[config.mk]
export PLATFORM = sky130hd
export DESIGN_NAME = shr_readout_chain
export DESIGN_NICKNAME = d
export VERILOG_FILES = /design/src/shr_pkg.sv /design/src/shr_readout_chain.sv /design/src/shr_scanner.sv /design/src/shr_tag_fifo.sv
export SDC_FILE = /design/constraint.sdc
export NUM_CORES = 1
export LEC_CHECK = 0
export ABC_CLOCK_PERIOD_IN_PS = 5400
export BUFFER_PORTS_ARGS = -buffer_cell sky130_fd_sc_hd__buf_2
export CORE_MARGIN = 2
export CORE_UTILIZATION = 25
export CTS_CLUSTER_DIAMETER = 200
export DETAILED_ROUTE_END_ITERATION = 8
export GPL_ROUTABILITY_DRIVEN = 1
export SLEW_MARGIN = 10
export SYNTH_ARGS = -nofsm -noshare
export SYNTH_HDL_FRONTEND = slang
export SYNTH_SLANG_ARGS = --single-unit
[constraint.sdc]
create_clock -name sys_clk_in -period 5.4 [get_ports sys_clk_in]
set_input_delay 0.81 -clock sys_clk_in [delete_from_list [all_inputs] [get_ports sys_clk_in]]
set_output_delay 0.81 -clock sys_clk_in [all_outputs]
set_load 0.02 [all_outputs]
[src/shr_pkg.sv]
// Shared constants, codes and helpers for the sparse hit readout chain
package shr_pkg;

	// Event and channel geometry
	localparam int NUM_CH  = 128;
	localparam int CH_W    = 7;
	localparam int HIT_W   = 3;
	localparam int SAMPLES = 3;
	localparam int POS_W   = 4;

	// Controller counters and event tag store
	localparam int TRIG_W    = 4;
	localparam int BCX_W     = 8;
	localparam int TAG_W     = 12;
	localparam int TAG_DEPTH = 24;

	// Selection criteria codes
	localparam logic [1:0] CRIT_ANY    = 2'h0;
	localparam logic [1:0] CRIT_CENTRE = 2'h1;
	localparam logic [1:0] CRIT_EDGE   = 2'h2;
	localparam logic [1:0] CRIT_ALL    = 2'h3;

	// Record prefixes on the serial data output
	localparam logic [1:0] REC_ERR   = 2'h1;
	localparam logic [1:0] REC_ADDR  = 2'h2;
	localparam logic [1:0] REC_NEIGH = 2'h3;

	// Error codes, higher value is higher priority
	localparam logic [2:0] ERR_NONE    = 3'h0;
	localparam logic [2:0] ERR_NO_DATA = 3'h1;
	localparam logic [2:0] ERR_OVERRUN = 3'h2;
	localparam logic [2:0] ERR_FAULT   = 3'h4;

	// Frame layout and timing counts in clock cycles
	localparam int         SHIFT_W       = 16;
	localparam int         CTRL_SHIFT_W  = 13;
	localparam logic [4:0] HEAD_LEN      = 5'h05;
	localparam logic [4:0] ADDR_LEN      = 5'h0c;
	localparam logic [4:0] SHORT_LEN     = 5'h05;
	localparam logic [4:0] TRAILER_LEN   = 5'h04;
	localparam logic [4:0] TOKEN_LEAD    = 5'h02;
	localparam logic [3:0] START_DELAY   = 4'h2;
	localparam logic [3:0] CTRL_HEAD_LEN = 4'hd;

	// Criterion test, pattern bit 2 is the oldest sample
	function automatic logic crit_match(input logic [HIT_W-1:0] pat, input logic [1:0] mode);
		logic ok;
		ok = 1'b0;
		unique case (mode)
			CRIT_ANY:    ok = |pat;
			CRIT_CENTRE: ok = pat[1];
			CRIT_EDGE:   ok = pat[1] & ~pat[2];
			CRIT_ALL:    ok = 1'b1;
		endcase
		return ok;
	endfunction

	// Highest priority pending error
	function automatic logic [2:0] err_pick(input logic fault, input logic over, input logic none);
		logic [2:0] code;
		code = ERR_NONE;
		if (fault) begin
			code = ERR_FAULT;
		end else if (over) begin
			code = ERR_OVERRUN;
		end else if (none) begin
			code = ERR_NO_DATA;
		end
		return code;
	endfunction

endpackage

[src/shr_readout_chain.sv]
// Sparse readout chain: token readout, serialiser and readout controller
`timescale 1ns/1ps
module shr_readout_chain (
	input  wire logic                        sys_clk_in,
	input  wire logic                        rst_n_in,
	input  wire logic                        clear_n_in,
	input  wire logic                        soft_reset_n_in,
	input  wire logic                        crossing_reset_in,
	input  wire logic                        trigger_level_one_in,
	input  wire logic [1:0]                  selection_criteria_in,
	input  wire logic                        controller_role_in,
	input  wire logic [shr_pkg::POS_W-1:0]   chip_position_low_in,
	input  wire logic [shr_pkg::NUM_CH-1:0]  buffer_data_in,
	input  wire logic                        event_pending_in,
	input  wire logic                        buffer_overrun_in,
	input  wire logic                        buffer_error_in,
	input  wire logic                        token_in,
	input  wire logic                        chain_data_in,
	output logic                             buffer_read_n_out,
	output logic                             serial_data_out,
	output logic                             token_out,
	output logic                             readout_done_out,
	output logic                             optical_serial_out
);
	import shr_pkg::*;

	typedef enum logic [2:0] {RD_IDLE, RD_WAIT, RD_SHIFT, RD_PICK, RD_FINISH} shr_rd_t;
	typedef enum logic [1:0] {CT_IDLE, CT_POP, CT_HEAD, CT_RING} shr_ct_t;

	logic clr_n;
	logic counter_clr_n;
	logic tok_s1_r;
	logic tok_s2_r;
	logic tok_s3_r;
	logic dat_s1_r;
	logic dat_s2_r;
	logic token_edge;
	logic token_start;

	logic              sc_read_n;
	logic              sc_loaded;
	logic              hit_valid;
	logic [HIT_W-1:0]  hit_pattern;
	logic [CH_W-1:0]   channel_index;
	logic              neighbour_flag;
	logic              scan_done;
	logic              scan_start_r;
	logic              scan_advance_r;
	logic              scan_release_r;

	shr_rd_t              rd_state_r;
	logic [3:0]           delay_cnt_r;
	logic [SHIFT_W-1:0]   shift_r;
	logic [4:0]           bits_left_r;
	logic                 last_rec_r;
	logic                 no_data_r;
	logic                 fault_seen_r;
	logic                 over_seen_r;
	logic                 err_sent_r;
	logic [2:0]           err_code;
	logic                 pass_now;
	logic                 lead_now;

	logic [TRIG_W-1:0]       trig_cnt_r;
	logic [BCX_W-1:0]        bcx_cnt_r;
	logic [TAG_W-1:0]        tag_data;
	logic                    tag_empty;
	shr_ct_t                 ct_state_r;
	logic [CTRL_SHIFT_W-1:0] ct_shift_r;
	logic [3:0]              ct_left_r;
	logic                    launch_r;
	logic                    tag_pop;

	// Scanner clear combines hard reset and block clear
	assign clr_n         = rst_n_in & clear_n_in;
	assign counter_clr_n = rst_n_in & soft_reset_n_in;

	// Neighbour token and data pins pass two flip-flops
	always_ff @(posedge sys_clk_in) begin
		if (!rst_n_in) begin
			tok_s1_r <= 1'b0;
			tok_s2_r <= 1'b0;
			tok_s3_r <= 1'b0;
			dat_s1_r <= 1'b0;
			dat_s2_r <= 1'b0;
		end else begin
			tok_s1_r <= token_in;
			tok_s2_r <= tok_s1_r;
			tok_s3_r <= tok_s2_r;
			dat_s1_r <= chain_data_in;
			dat_s2_r <= dat_s1_r;
		end
	end

	// Ring token arrival; a controller starts its own chip on launch
	assign token_edge  = tok_s2_r & ~tok_s3_r;
	assign token_start = controller_role_in ? launch_r : token_edge;

	shr_scanner u_scanner (
		.clk_in             (sys_clk_in),
		.rst_n_in           (clr_n),
		.fetch_req_in       (event_pending_in),
		.buf_word_in        (buffer_data_in),
		.mode_in            (selection_criteria_in),
		.scan_start_in      (scan_start_r),
		.scan_advance_in    (scan_advance_r),
		.scan_release_in    (scan_release_r),
		.buf_read_n_out     (sc_read_n),
		.loaded_out         (sc_loaded),
		.hit_valid_out      (hit_valid),
		.hit_pattern_out    (hit_pattern),
		.channel_index_out  (channel_index),
		.neighbour_flag_out (neighbour_flag),
		.scan_done_out      (scan_done)
	);

	// Read strobe already comes from a scanner flop
	assign buffer_read_n_out = sc_read_n;

	// Pending error priority
	// one code, highest priority
	assign err_code = err_pick(fault_seen_r, over_seen_r, no_data_r);

	// Token pass cases
	// empty chip passes at once
	assign pass_now = (rd_state_r == RD_IDLE) & token_start & ~sc_loaded & ~event_pending_in;
	assign lead_now = (rd_state_r == RD_SHIFT) & last_rec_r & (bits_left_r == TOKEN_LEAD);

	// Readout sequencer and serialiser
	always_ff @(posedge sys_clk_in) begin
		if (!clr_n) begin
			rd_state_r     <= RD_IDLE;
			delay_cnt_r    <= '0;
			shift_r        <= '0;
			bits_left_r    <= '0;
			last_rec_r     <= 1'b0;
			no_data_r      <= 1'b0;
			err_sent_r     <= 1'b0;
			scan_start_r   <= 1'b0;
			scan_advance_r <= 1'b0;
			scan_release_r <= 1'b0;
		end else begin
			scan_start_r   <= 1'b0;
			scan_advance_r <= 1'b0;
			scan_release_r <= 1'b0;
			unique case (rd_state_r)
				RD_IDLE: begin
					if (token_start && (sc_loaded || event_pending_in)) begin
						rd_state_r  <= RD_WAIT;
						delay_cnt_r <= '0;
						no_data_r   <= ~sc_loaded;
						err_sent_r  <= 1'b0;
						last_rec_r  <= 1'b0;
					end
				end
				RD_WAIT: begin
					// fixed delay, then start scan and header
					delay_cnt_r <= delay_cnt_r + 4'h1;
					if (delay_cnt_r == START_DELAY - 4'h1) begin
						scan_start_r <= ~no_data_r;
						shift_r      <= {1'b1, chip_position_low_in, 11'h000};
						bits_left_r  <= HEAD_LEN;
						rd_state_r   <= RD_SHIFT;
					end
				end
				RD_SHIFT: begin
					shift_r     <= {shift_r[SHIFT_W-2:0], 1'b0};
					bits_left_r <= bits_left_r - 5'h01;
					if (bits_left_r == 5'h01) begin
						rd_state_r <= last_rec_r ? RD_FINISH : RD_PICK;
					end
				end
				RD_PICK: begin
					rd_state_r <= RD_SHIFT;
					if (err_code != ERR_NONE && !err_sent_r) begin
						shift_r     <= {REC_ERR, err_code, 11'h000};
						bits_left_r <= SHORT_LEN;
						err_sent_r  <= 1'b1;
					end else if (hit_valid && !no_data_r) begin
						// address only at start of a run
						if (neighbour_flag) begin
							shift_r     <= {REC_NEIGH, hit_pattern, 11'h000};
							bits_left_r <= SHORT_LEN;
						end else begin
							shift_r     <= {REC_ADDR, channel_index, hit_pattern, 4'h0};
							bits_left_r <= ADDR_LEN;
						end
						scan_advance_r <= 1'b1;
					end else if (scan_done || no_data_r) begin
						shift_r     <= '0;
						bits_left_r <= TRAILER_LEN;
						last_rec_r  <= 1'b1;
					end else begin
						rd_state_r <= RD_PICK;
					end
				end
				RD_FINISH: begin
					scan_release_r <= ~no_data_r;
					rd_state_r     <= RD_IDLE;
				end
			endcase
		end
	end

	// Error sightings held for the frame in progress
	always_ff @(posedge sys_clk_in) begin
		if (!clr_n) begin
			fault_seen_r <= 1'b0;
			over_seen_r  <= 1'b0;
		end else if (rd_state_r == RD_IDLE) begin
			fault_seen_r <= 1'b0;
			over_seen_r  <= 1'b0;
		end else begin
			fault_seen_r <= fault_seen_r | buffer_error_in;
			over_seen_r  <= over_seen_r | buffer_overrun_in;
		end
	end

	// Serial data, token and completion outputs
	always_ff @(posedge sys_clk_in) begin
		if (!clr_n) begin
			serial_data_out  <= 1'b0;
			token_out        <= 1'b0;
			readout_done_out <= 1'b0;
		end else begin
			serial_data_out  <= (rd_state_r == RD_SHIFT) & shift_r[SHIFT_W-1];
			token_out        <= pass_now | lead_now;
			readout_done_out <= (rd_state_r == RD_FINISH) | pass_now;
		end
	end

	// Trigger counter
	always_ff @(posedge sys_clk_in) begin
		if (!counter_clr_n) begin
			trig_cnt_r <= '0;
		end else if (trigger_level_one_in) begin
			trig_cnt_r <= trig_cnt_r + TRIG_W'(1);
		end
	end

	// Crossing counter
	always_ff @(posedge sys_clk_in) begin
		if (!counter_clr_n || crossing_reset_in) begin
			bcx_cnt_r <= '0;
		end else begin
			bcx_cnt_r <= bcx_cnt_r + BCX_W'(1);
		end
	end

	shr_tag_fifo #(
		.WIDTH (TAG_W),
		.DEPTH (TAG_DEPTH)
	) u_tag_fifo (
		.clk_in       (sys_clk_in),
		.rst_n_in     (counter_clr_n),
		.push_in      (trigger_level_one_in & controller_role_in),
		.push_data_in ({trig_cnt_r, bcx_cnt_r}),
		.pop_in       (tag_pop),
		.pop_data_out (tag_data),
		.empty_out    (tag_empty),
		.full_out     ()
	);

	assign tag_pop = (ct_state_r == CT_IDLE) & controller_role_in & ~tag_empty & clr_n;

	// Controller: tag header, token launch, ring relay
	always_ff @(posedge sys_clk_in) begin
		if (!clr_n || !controller_role_in) begin
			ct_state_r <= CT_IDLE;
			ct_shift_r <= '0;
			ct_left_r  <= '0;
			launch_r   <= 1'b0;
		end else begin
			launch_r <= 1'b0;
			unique case (ct_state_r)
				CT_IDLE: begin
					if (!tag_empty) begin
						ct_state_r <= CT_POP;
					end
				end
				CT_POP: begin
					// header is start bit plus tag
					ct_shift_r <= {1'b1, tag_data};
					ct_left_r  <= CTRL_HEAD_LEN;
					ct_state_r <= CT_HEAD;
				end
				CT_HEAD: begin
					ct_shift_r <= {ct_shift_r[CTRL_SHIFT_W-2:0], 1'b0};
					ct_left_r  <= ct_left_r - 4'h1;
					if (ct_left_r == 4'h1) begin
						launch_r   <= 1'b1;
						ct_state_r <= CT_RING;
					end
				end
				CT_RING: begin
					if (token_edge) begin
						ct_state_r <= CT_IDLE;
					end
				end
			endcase
		end
	end

	// Optical output: header, then own and chain data
	always_ff @(posedge sys_clk_in) begin
		if (!clr_n || !controller_role_in) begin
			optical_serial_out <= 1'b0;
		end else begin
			unique case (ct_state_r)
				CT_HEAD: optical_serial_out <= ct_shift_r[CTRL_SHIFT_W-1];
				CT_RING: optical_serial_out <= dat_s2_r | serial_data_out;
				default: optical_serial_out <= 1'b0;
			endcase
		end
	end

endmodule // shr_readout_chain

[src/shr_scanner.sv]
// Hit scanner: fetches one event and steps through matching channels
`timescale 1ns/1ps
module shr_scanner (
	input  wire logic                      clk_in,
	input  wire logic                      rst_n_in,
	input  wire logic                      fetch_req_in,
	input  wire logic [shr_pkg::NUM_CH-1:0] buf_word_in,
	input  wire logic [1:0]                mode_in,
	input  wire logic                      scan_start_in,
	input  wire logic                      scan_advance_in,
	input  wire logic                      scan_release_in,
	output logic                           buf_read_n_out,
	output logic                           loaded_out,
	output logic                           hit_valid_out,
	output logic [shr_pkg::HIT_W-1:0]      hit_pattern_out,
	output logic [shr_pkg::CH_W-1:0]       channel_index_out,
	output logic                           neighbour_flag_out,
	output logic                           scan_done_out
);
	import shr_pkg::*;

	typedef enum logic [2:0] {SC_IDLE, SC_FETCH, SC_LOADED, SC_SEARCH, SC_PRESENT, SC_DONE} shr_sc_t;

	shr_sc_t          state_r;
	logic [NUM_CH-1:0] word_r [SAMPLES];
	logic [1:0]        fetch_cnt_r;
	logic [CH_W-1:0]   idx_r;
	logic [CH_W-1:0]   prev_r;
	logic              have_prev_r;
	logic [HIT_W-1:0]  cur_pat;

	// Per-channel three-sample word, oldest sample in bit 2
	// regroup into channel words
	assign cur_pat    = {word_r[0][idx_r], word_r[1][idx_r], word_r[2][idx_r]};
	assign loaded_out = (state_r == SC_LOADED);

	// Event capture: strobe low for three cycles, one word each
	always_ff @(posedge clk_in) begin
		if (state_r == SC_FETCH) begin
			word_r[fetch_cnt_r] <= buf_word_in;
		end
	end

	// Scan sequencing
	always_ff @(posedge clk_in) begin
		if (!rst_n_in) begin
			state_r            <= SC_IDLE;
			fetch_cnt_r        <= '0;
			idx_r              <= '0;
			prev_r             <= '0;
			have_prev_r        <= 1'b0;
			buf_read_n_out     <= 1'b1;
			hit_valid_out      <= 1'b0;
			hit_pattern_out    <= '0;
			channel_index_out  <= '0;
			neighbour_flag_out <= 1'b0;
			scan_done_out      <= 1'b0;
		end else begin
			unique case (state_r)
				SC_IDLE: begin
					if (fetch_req_in) begin
						state_r        <= SC_FETCH;
						fetch_cnt_r    <= '0;
						buf_read_n_out <= 1'b0;
					end
				end
				SC_FETCH: begin
					fetch_cnt_r <= fetch_cnt_r + 2'h1;
					if (fetch_cnt_r == 2'(SAMPLES-1)) begin
						buf_read_n_out <= 1'b1;
						state_r        <= SC_LOADED;
					end
				end
				SC_LOADED: begin
					if (scan_start_in) begin
						state_r     <= SC_SEARCH;
						idx_r       <= '0;
						have_prev_r <= 1'b0;
					end
				end
				SC_SEARCH: begin
					if (crit_match(cur_pat, mode_in)) begin
						state_r           <= SC_PRESENT;
						hit_valid_out     <= 1'b1;
						hit_pattern_out   <= cur_pat;
						channel_index_out <= idx_r;
						neighbour_flag_out <= have_prev_r && (idx_r == prev_r + CH_W'(1));
						prev_r            <= idx_r;
						have_prev_r       <= 1'b1;
					end else if (idx_r == CH_W'(NUM_CH-1)) begin
						state_r       <= SC_DONE;
						scan_done_out <= 1'b1;
					end else begin
						idx_r <= idx_r + CH_W'(1);
					end
				end
				SC_PRESENT: begin
					if (scan_advance_in) begin
						hit_valid_out      <= 1'b0;
						neighbour_flag_out <= 1'b0;
						if (idx_r == CH_W'(NUM_CH-1)) begin
							state_r       <= SC_DONE;
							scan_done_out <= 1'b1;
						end else begin
							idx_r   <= idx_r + CH_W'(1);
							state_r <= SC_SEARCH;
						end
					end
				end
				SC_DONE: begin
					if (scan_release_in) begin
						state_r       <= SC_IDLE;
						scan_done_out <= 1'b0;
					end
				end
			endcase
		end
	end

endmodule // shr_scanner

[src/shr_tag_fifo.sv]
// Event tag FIFO with registered read data
`timescale 1ns/1ps
module shr_tag_fifo #(
	parameter int WIDTH = 12,
	parameter int DEPTH = 24
) (
	input  wire logic             clk_in,
	input  wire logic             rst_n_in,
	input  wire logic             push_in,
	input  wire logic [WIDTH-1:0] push_data_in,
	input  wire logic             pop_in,
	output logic      [WIDTH-1:0] pop_data_out,
	output logic                  empty_out,
	output logic                  full_out
);
	localparam int PW = $clog2(DEPTH);
	localparam logic [PW:0] DEPTH_CNT = (PW+1)'(DEPTH);

	logic [WIDTH-1:0] mem_r [DEPTH];
	logic [PW-1:0]    wr_ptr_r;
	logic [PW-1:0]    rd_ptr_r;
	logic [PW:0]      count_r;
	logic             do_push;
	logic             do_pop;

	// Pointer step with wrap at the last location
	function automatic logic [PW-1:0] ptr_step(input logic [PW-1:0] p);
		return (p == PW'(DEPTH-1)) ? '0 : p + PW'(1);
	endfunction

	// Full refuses pushes, empty refuses pops
	assign do_push   = push_in & ~full_out;
	assign do_pop    = pop_in & ~empty_out;
	assign empty_out = (count_r == '0);
	assign full_out  = (count_r == DEPTH_CNT);

	// Storage write
	always_ff @(posedge clk_in) begin
		if (do_push) begin
			mem_r[wr_ptr_r] <= push_data_in;
		end
	end

	// Pointers and occupancy
	always_ff @(posedge clk_in) begin
		if (!rst_n_in) begin
			wr_ptr_r <= '0;
			rd_ptr_r <= '0;
			count_r  <= '0;
		end else begin
			if (do_push) begin
				wr_ptr_r <= ptr_step(wr_ptr_r);
			end
			if (do_pop) begin
				rd_ptr_r <= ptr_step(rd_ptr_r);
			end
			count_r <= count_r + (PW+1)'(do_push) - (PW+1)'(do_pop);
		end
	end

	// Read data register
	always_ff @(posedge clk_in) begin
		if (!rst_n_in) begin
			pop_data_out <= '0;
		end else if (do_pop) begin
			pop_data_out <= mem_r[rd_ptr_r];
		end
	end

endmodule // shr_tag_fifo

* Word-level counts from Yosys, hierarchy flattened *
Memories as Yosys holds them, arrays and structs flattened. A register that Yosys moved wholly into a read port is not among the register bits.
Index checks and enable logic that the tools add are counted.
W data, S select, Z words.

storage, ports and cells
  memory bits (writable) = 672
  input port bits = 146
  latch bits = 0
  memories kept = 2
  register bits after elaboration = 120
  output and inout port bits = 5
  memory bits (read-only) = 0

cells by class
  reductions and logical operators = 50
  add/sub/neg operators = 12
  equal/unequal tests = 44
  divide/modulo/power cells = 0
  multipliers = 0
  $lt $le $gt $ge = 1
  shift-type cells = 0
  mux-type cells = 88
  bitwise operators = 31

memory list
  memory            words  bits a word  read ports  clocked after memory_dff  write ports  line                source
  u_scanner.word_r  3      128          3           0                         1            shr_scanner.sv:25   logic [NUM_CH-1:0] word_r [SAMPLES];
  u_tag_fifo.mem_r  24     12           1           1                         1            shr_tag_fifo.sv:19  logic [WIDTH-1:0] mem_r [DEPTH];

operators with widths
  cell                   count
  $mux W16               4
  $pmux W16 S3           1
  $mux W3                13
  $mux W1                31
  $mux W5                6
  $mux W7                4
  $ne A2 B2 Y1 const B   14
  $pmux W13 S2           1
  $reduce_and A3 Y1      8
  $bmux W1 S7            3
  $pmux W7 S3            1
  $pmux W3 S6            1
  $and A1 B1 Y1          16
  $pmux W4 S2            2
  $mux W15               1
  $pmux W3 S5            1
  $pmux W5 S3            1
  $add A7 B1 Y7 const B  2
  $pmux W1 S2            7
  $eq A3 B2 Y1 const B   4
  $reduce_bool A2 Y1     6
  $reduce_bool A3 Y1     4
  $add A5 B1 Y5 const B  2
  $eq A2 B2 Y1 const B   5
  41 further kinds       88

* Logic depth before layout (Yosys ltp) *
An unclocked memory read counts as a cell.

  depth after elaboration = 10
  gate-level depth with buffers = 15

* By module *
A second synthesis with hierarchy kept.

second synthesis, totals
  cell total of the unflattened synthesis = 1988
  area total of the unflattened synthesis = 32636.3 sq um

modules (own cells, without submodules)
  module             area each (sq um)  times used  seq. area each (sq um)  cells an instance
  shr_scanner        16575.9            1           12071.6                 880
  shr_tag_fifo       12647.1            1           9208.8                  727
  shr_readout_chain  3413.3             1           1461.4                  381

* Worst setup path after synthesis *
OpenSTA, ideal clock, no wires.

  kind = register -> register
  start point = register u_scanner.state_r[0]
  end point = memory u_scanner.word_r[0][0], enable pin
  path slack = 0.956 ns
  arrival = 3.941 ns
  clock period less this slack = 4.444 ns
  stages on the path, launching flop included = 4
  setup time = 0.503 ns
  cell sequence = dfxtp_1 clkbuf_1 clkbuf_1 and3_1

on the way
  longest elaborated chain between the ends = 3

RTL lines
  item                           line               source
  start, declared                shr_scanner.sv:24  shr_sc_t state_r;
  start signal, assigned         shr_scanner.sv:47  state_r <= SC_IDLE;
  start signal, assigned         shr_scanner.sv:62  state_r <= SC_FETCH;
  start signal, assigned         shr_scanner.sv:71  state_r <= SC_LOADED;
  $eq A3 B1 Y1                   shr_scanner.sv:39  if (state_r == SC_FETCH) begin
  $mux W1                        shr_scanner.sv:39
  $mux W1 (not written as such)  shr_scanner.sv:40  word_r[fetch_cnt_r] <= buf_word_in;
  end, declared                  shr_scanner.sv:25

Every way passes these cells.

* Worst setup path in the final report *
  start point = register u_scanner.idx_r[1]
  end point = register u_scanner.neighbour_flag_out

on the way
  longest elaborated chain between the ends = 9
  elaborated cells between the ends (all ways) = 18

RTL lines
  item                                line                source
  start, declared                     shr_scanner.sv:27   logic [CH_W-1:0] idx_r;
  start signal, assigned              shr_scanner.sv:94   idx_r <= idx_r + CH_W'(1);
  start signal, assigned              shr_scanner.sv:105  idx_r <= idx_r + CH_W'(1);
  $bmux W1 S7                         shr_scanner.sv:34   assign cur_pat = {word_r[0][idx_r], word_r[1][idx_r], word_r[2][idx_r]};
  $mux W1 (not written as such)       shr_scanner.sv:34
  $not A1 Y1                          shr_pkg.sv:52       CRIT_EDGE: ok = pat[1] & ~pat[2];
  $and A1 B1 Y1                       shr_pkg.sv:52
  $pmux W1 S4                         shr_pkg.sv:49       unique case (mode)
  $mux W1                             shr_scanner.sv:59   unique case (state_r)
  $mux W1                             shr_scanner.sv:46   if (!rst_n_in) begin
  $ne A2 B1 Y1 (no source line)       n/a
  $reduce_and A3 Y1 (no source line)  n/a
  end signal, assigned                shr_scanner.sv:87   neighbour_flag_out <= have_prev_r && (idx_r == prev_r + CH_W'(1));
  end, declared                       shr_scanner.sv:17   output logic neighbour_flag_out,

Several ways; a longest one is shown, not always the timed one. The select of a mux whose other input is x is not followed.
A chain may end at the register's enable or synchronous reset.

==> metrics.yaml <==
routing:
  drc: 0
  via_count: 17067
  wl_um: 78200
  drtIter0Drc: 1510
  wl_per_cell_um: 20.8
  dr.pass1.iters: 5
  antenna_left: 0
  viasPerCell: 4.55
die:
  die-area_um2: 130000
  die_x_um: 361
  coreArea_um2: 126000
  die_y_um: 361
  rows: 130
  boundaryPins: 151
  start_util_pct: 25.3
logic_synthesis:
  synth_cells: 1852
  syn-cell-area_um2: 31800
  yosysSeqAreaShare_pct: 71.4
  synth-seq-cells: 800
  ys_warn_count: 0
  synth_flop_cell: "edfxtp_1"
  yosys.cell_types.count: 68
  synth-edff-count: 672
  async_reset_ff_share_pct: 0
  syn_nets: 2032
  postSynthAreaPerCell_um2: 17.2
worst_setup_path:
  slowest_delay_ps: 900
  r2r_start: "u_scanner.idx_r[1]"
  cp-start-kind: "register"
  critPathSlowestCell: "dfxtp_4"
  r2r_slack_ps: 1260
  rr_endpoint: "u_scanner.neighbour_flag_out"
  worst_path_most_repeated_cell: "buf_4"
  crit_type: "register to register"
  r2r_cells: 11
  critPathMaxFanout: 49
  cp.required_ps: 5970
  startpoint: "u_scanner.idx_r[1]"
  worstPathArrival_ps: 4710
  endpoint_kind: "register"
  path_cells: "buf_4 > mux4_2 > a22oi_1 > a31oi_1 > a2111o_1 > o32ai_1 > a21oi_1 > a211oi_4 > buf_4 > mux2_1 > nor2_1"
clock_tree:
  clockRootBuffer: "clkbuf_16"
  clockBufferDepth: 3
  holdBufCountCts: 0
  htree_levels: 3
  cts_setup_buffers: 0
  clock_latency_ps: 630
  cts_sinks: 800
  cts_tree: "done"
  clkTransAtPathRegs_ps: 60
  post_cts_resized: 0
  cts_buffers: 79
global_route:
  grt_pass1_vias: 17059
  use_met3_pct: 3.09
  grt_max_degree: 107
  met1_usage_pct: 15.9
  grt_pass1_wl_um: 115000
  busiest_layer: "met2"
  antenna_found_initial: 38
  track_usage_pct: 11.8
  grt_overflow: 0
  grt_use_met2_pct: 18.5
cells_and_area:
  area_growth_pct: 16.7
  regArea_um2: 22800
  fin_area_um2: 37100
  fin_nets: 2213
  multi_input_area_um2: 8510
  nFillCells: 12330
  drive_above_1_share_pct: 24.4
place:
  hpwlAfterDp_um: 52500
  gp_congestion: 0.791
  place.port_buffers: 150
  place_area_um2: 34600
sta:
  period_share_pct: 76.7
  clock.fmax_ghz: 0.241
  worst_pin_slew_ps: 1060
  setup-tns-final_ps: 0
  relSlewSlack_pct: 29.1
  finalCriticalPeriod_ps: 4140
  grt_setup_unrepaired: "no"
  hold_violations: 0
  setup_viol: 0
  skew_ps: 24.5
  slew_violations: 0
worst_hold_path:
  holdPathStages: 1
  hold_end: "u_scanner.word_r[2][101]"
  min_from: "buffer_data_in[101]"
  hold_path.class: "input port to register"
flow_run:
  max_cap_violations: 0
run_status:
  outcome: "finished, final reports clean"
power:
  p_per_area_nw_per_um2: 334
  irDropWorstVdd_mv: 0.232
  leakage_nw: 11.4
==> through the flow <==
stage               total power, mW  cells  hold WS (ps)  worst slack [ps]  util [%]
floorplan                      7.06   1852           412               956         -
global placement               7.23   3602           425              1280      27.5
detailed placement             7.23   3602           433              1270      27.5
CTS                            12.5   3745           351              1240      29.5
global route                   12.8   3748           371              1030      29.5
finish                         12.4   3749           390              1260      29.5
==> worst max-delay path by stage <==
stage                                   endpoint  slack (ps)  depth (start not counted)
global placement    u_scanner.neighbour_flag_out        1280                         11
global route        u_scanner.neighbour_flag_out        1030                         11
finish              u_scanner.neighbour_flag_out        1260                         11
floorplan                 u_scanner.word_r[0][0]         960                          3
CTS                 u_scanner.neighbour_flag_out        1240                         11
detailed placement  u_scanner.neighbour_flag_out        1270                         11
==> power breakdown <==
part           total (mW)  switching [mW]  internal, mW
Sequential           6.75          0.0388          6.71
Combinational       0.339           0.207         0.131
Clock                5.32            2.34          2.97
==> final cells by class <==
class	count	share of cell area (%)
Antenna cell	4	0.0269
Clock buffer	94	5.61
Clock inverter	49	1.10
Inverter	33	0.333
Multi-Input combinational cell	918	22.9
Sequential cell	800	61.3
Tap cell	1650	5.56
Timing Repair Buffer	201	3.19
==> synth_stat cells (all sizes together) (6+ instances only) <==
master / instances / share of area, %
a211oi: 39 / 0.94
a21oi: 69 / 1.1
a222oi: 6 / 0.19
a22oi: 14 / 0.33
a31oi: 11 / 0.22
and2: 10 / 0.20
and3: 10 / 0.20
buf: 46 / 0.87
clkbuf: 55 / 0.65
dfxtp: 128 / 8.1
edfxtp: 672 / 63
ha: 33 / 1.3
inv: 32 / 0.38
mux2: 14 / 0.50
mux2i: 70 / 2.2
mux4: 160 / 11
nand2: 58 / 0.68
nand2b: 13 / 0.26
nand3: 34 / 0.53
nand3b: 7 / 0.17
nand4: 13 / 0.26
nor2: 170 / 2.0
nor2b: 23 / 0.45
nor3: 18 / 0.28
o21ai: 23 / 0.36
o221ai: 7 / 0.19
o22ai: 6 / 0.12
or3: 6 / 0.12
xnor2: 12 / 0.33
xor2: 16 / 0.44
==> registers in the layout (all words and copies together), names as in the netlist, 6 cells and up <==
register,count
u_scanner.prev_r,7
u_tag_fifo.mem_r,288
u_tag_fifo.pop_data_out,12
u_scanner.idx_r,7
shift_r,12
u_tag_fifo.count_r,6
ct_shift_r,13
u_scanner.word_r,384
bcx_cnt_r,8
==> metal layers <==
layer / wire length [µm] / part of all wire (%)
met4: 1700 / 2.2
met2: 36200 / 46
met1: 34400 / 44
met5: 150 / 0.19
met3: 5660 / 7.2
==> worst max-delay path: cells and delay by family (launching register included) <==
kind / cells / cell delay [ps]
muxes: 2 / 860
AOI/OAI and AO/OA: 6 / 1490
and+or+nand+nor: 1 / 80
buffers and inverters: 2 / 710
DFF: 1 / 900
==> cells in the final DEF (no fill, tap or decap), drive strengths merged, types with 6 or more instances in the layout <==
| cell | count |
|---|---|
| edfxtp | 672 |
| buf | 201 |
| nor2 | 170 |
| mux4 | 160 |
| dfxtp | 128 |
| clkbuf | 94 |
| mux2i | 70 |
| a21oi | 69 |
| nand2 | 58 |
| a211oi | 39 |
| inv | 36 |
| clkinv | 35 |
| nand3 | 34 |
| ha | 33 |
| nor2b | 23 |
| o21ai | 23 |
| nor3 | 18 |
| xor2 | 16 |
| a22oi | 14 |
| mux2 | 14 |
| nand4 | 13 |
| nand2b | 13 |
| xnor2 | 12 |
| a31oi | 11 |
| and2 | 10 |
| and3 | 10 |
| nand3b | 7 |
| o221ai | 7 |
| clkinvlp | 7 |
| or3 | 6 |
| a222oi | 6 |
| o22ai | 6 |
==> cells by family (layout without fill, tap and decap cells) <==
| family | count (synthesis) | count (layout) | share of synthesized area (%) |
|---|---|---|---|
| AO/OA/AOI/OAI | 229 | 229 | 4.86 |
| other | 0 | 4 | 0 |
| adder cells (fa/ha/maj) | 34 | 34 | 1.36 |
| AND/OR/NAND/NOR | 383 | 383 | 5.64 |
| buffers and inverters | 134 | 377 | 1.91 |
| XOR/XNOR | 28 | 28 | 0.770 |
| multiplexers | 244 | 244 | 14.0 |
| flip-flops | 800 | 800 | 71.4 |
Note: power is estimated with default switching activity, not from simulation.
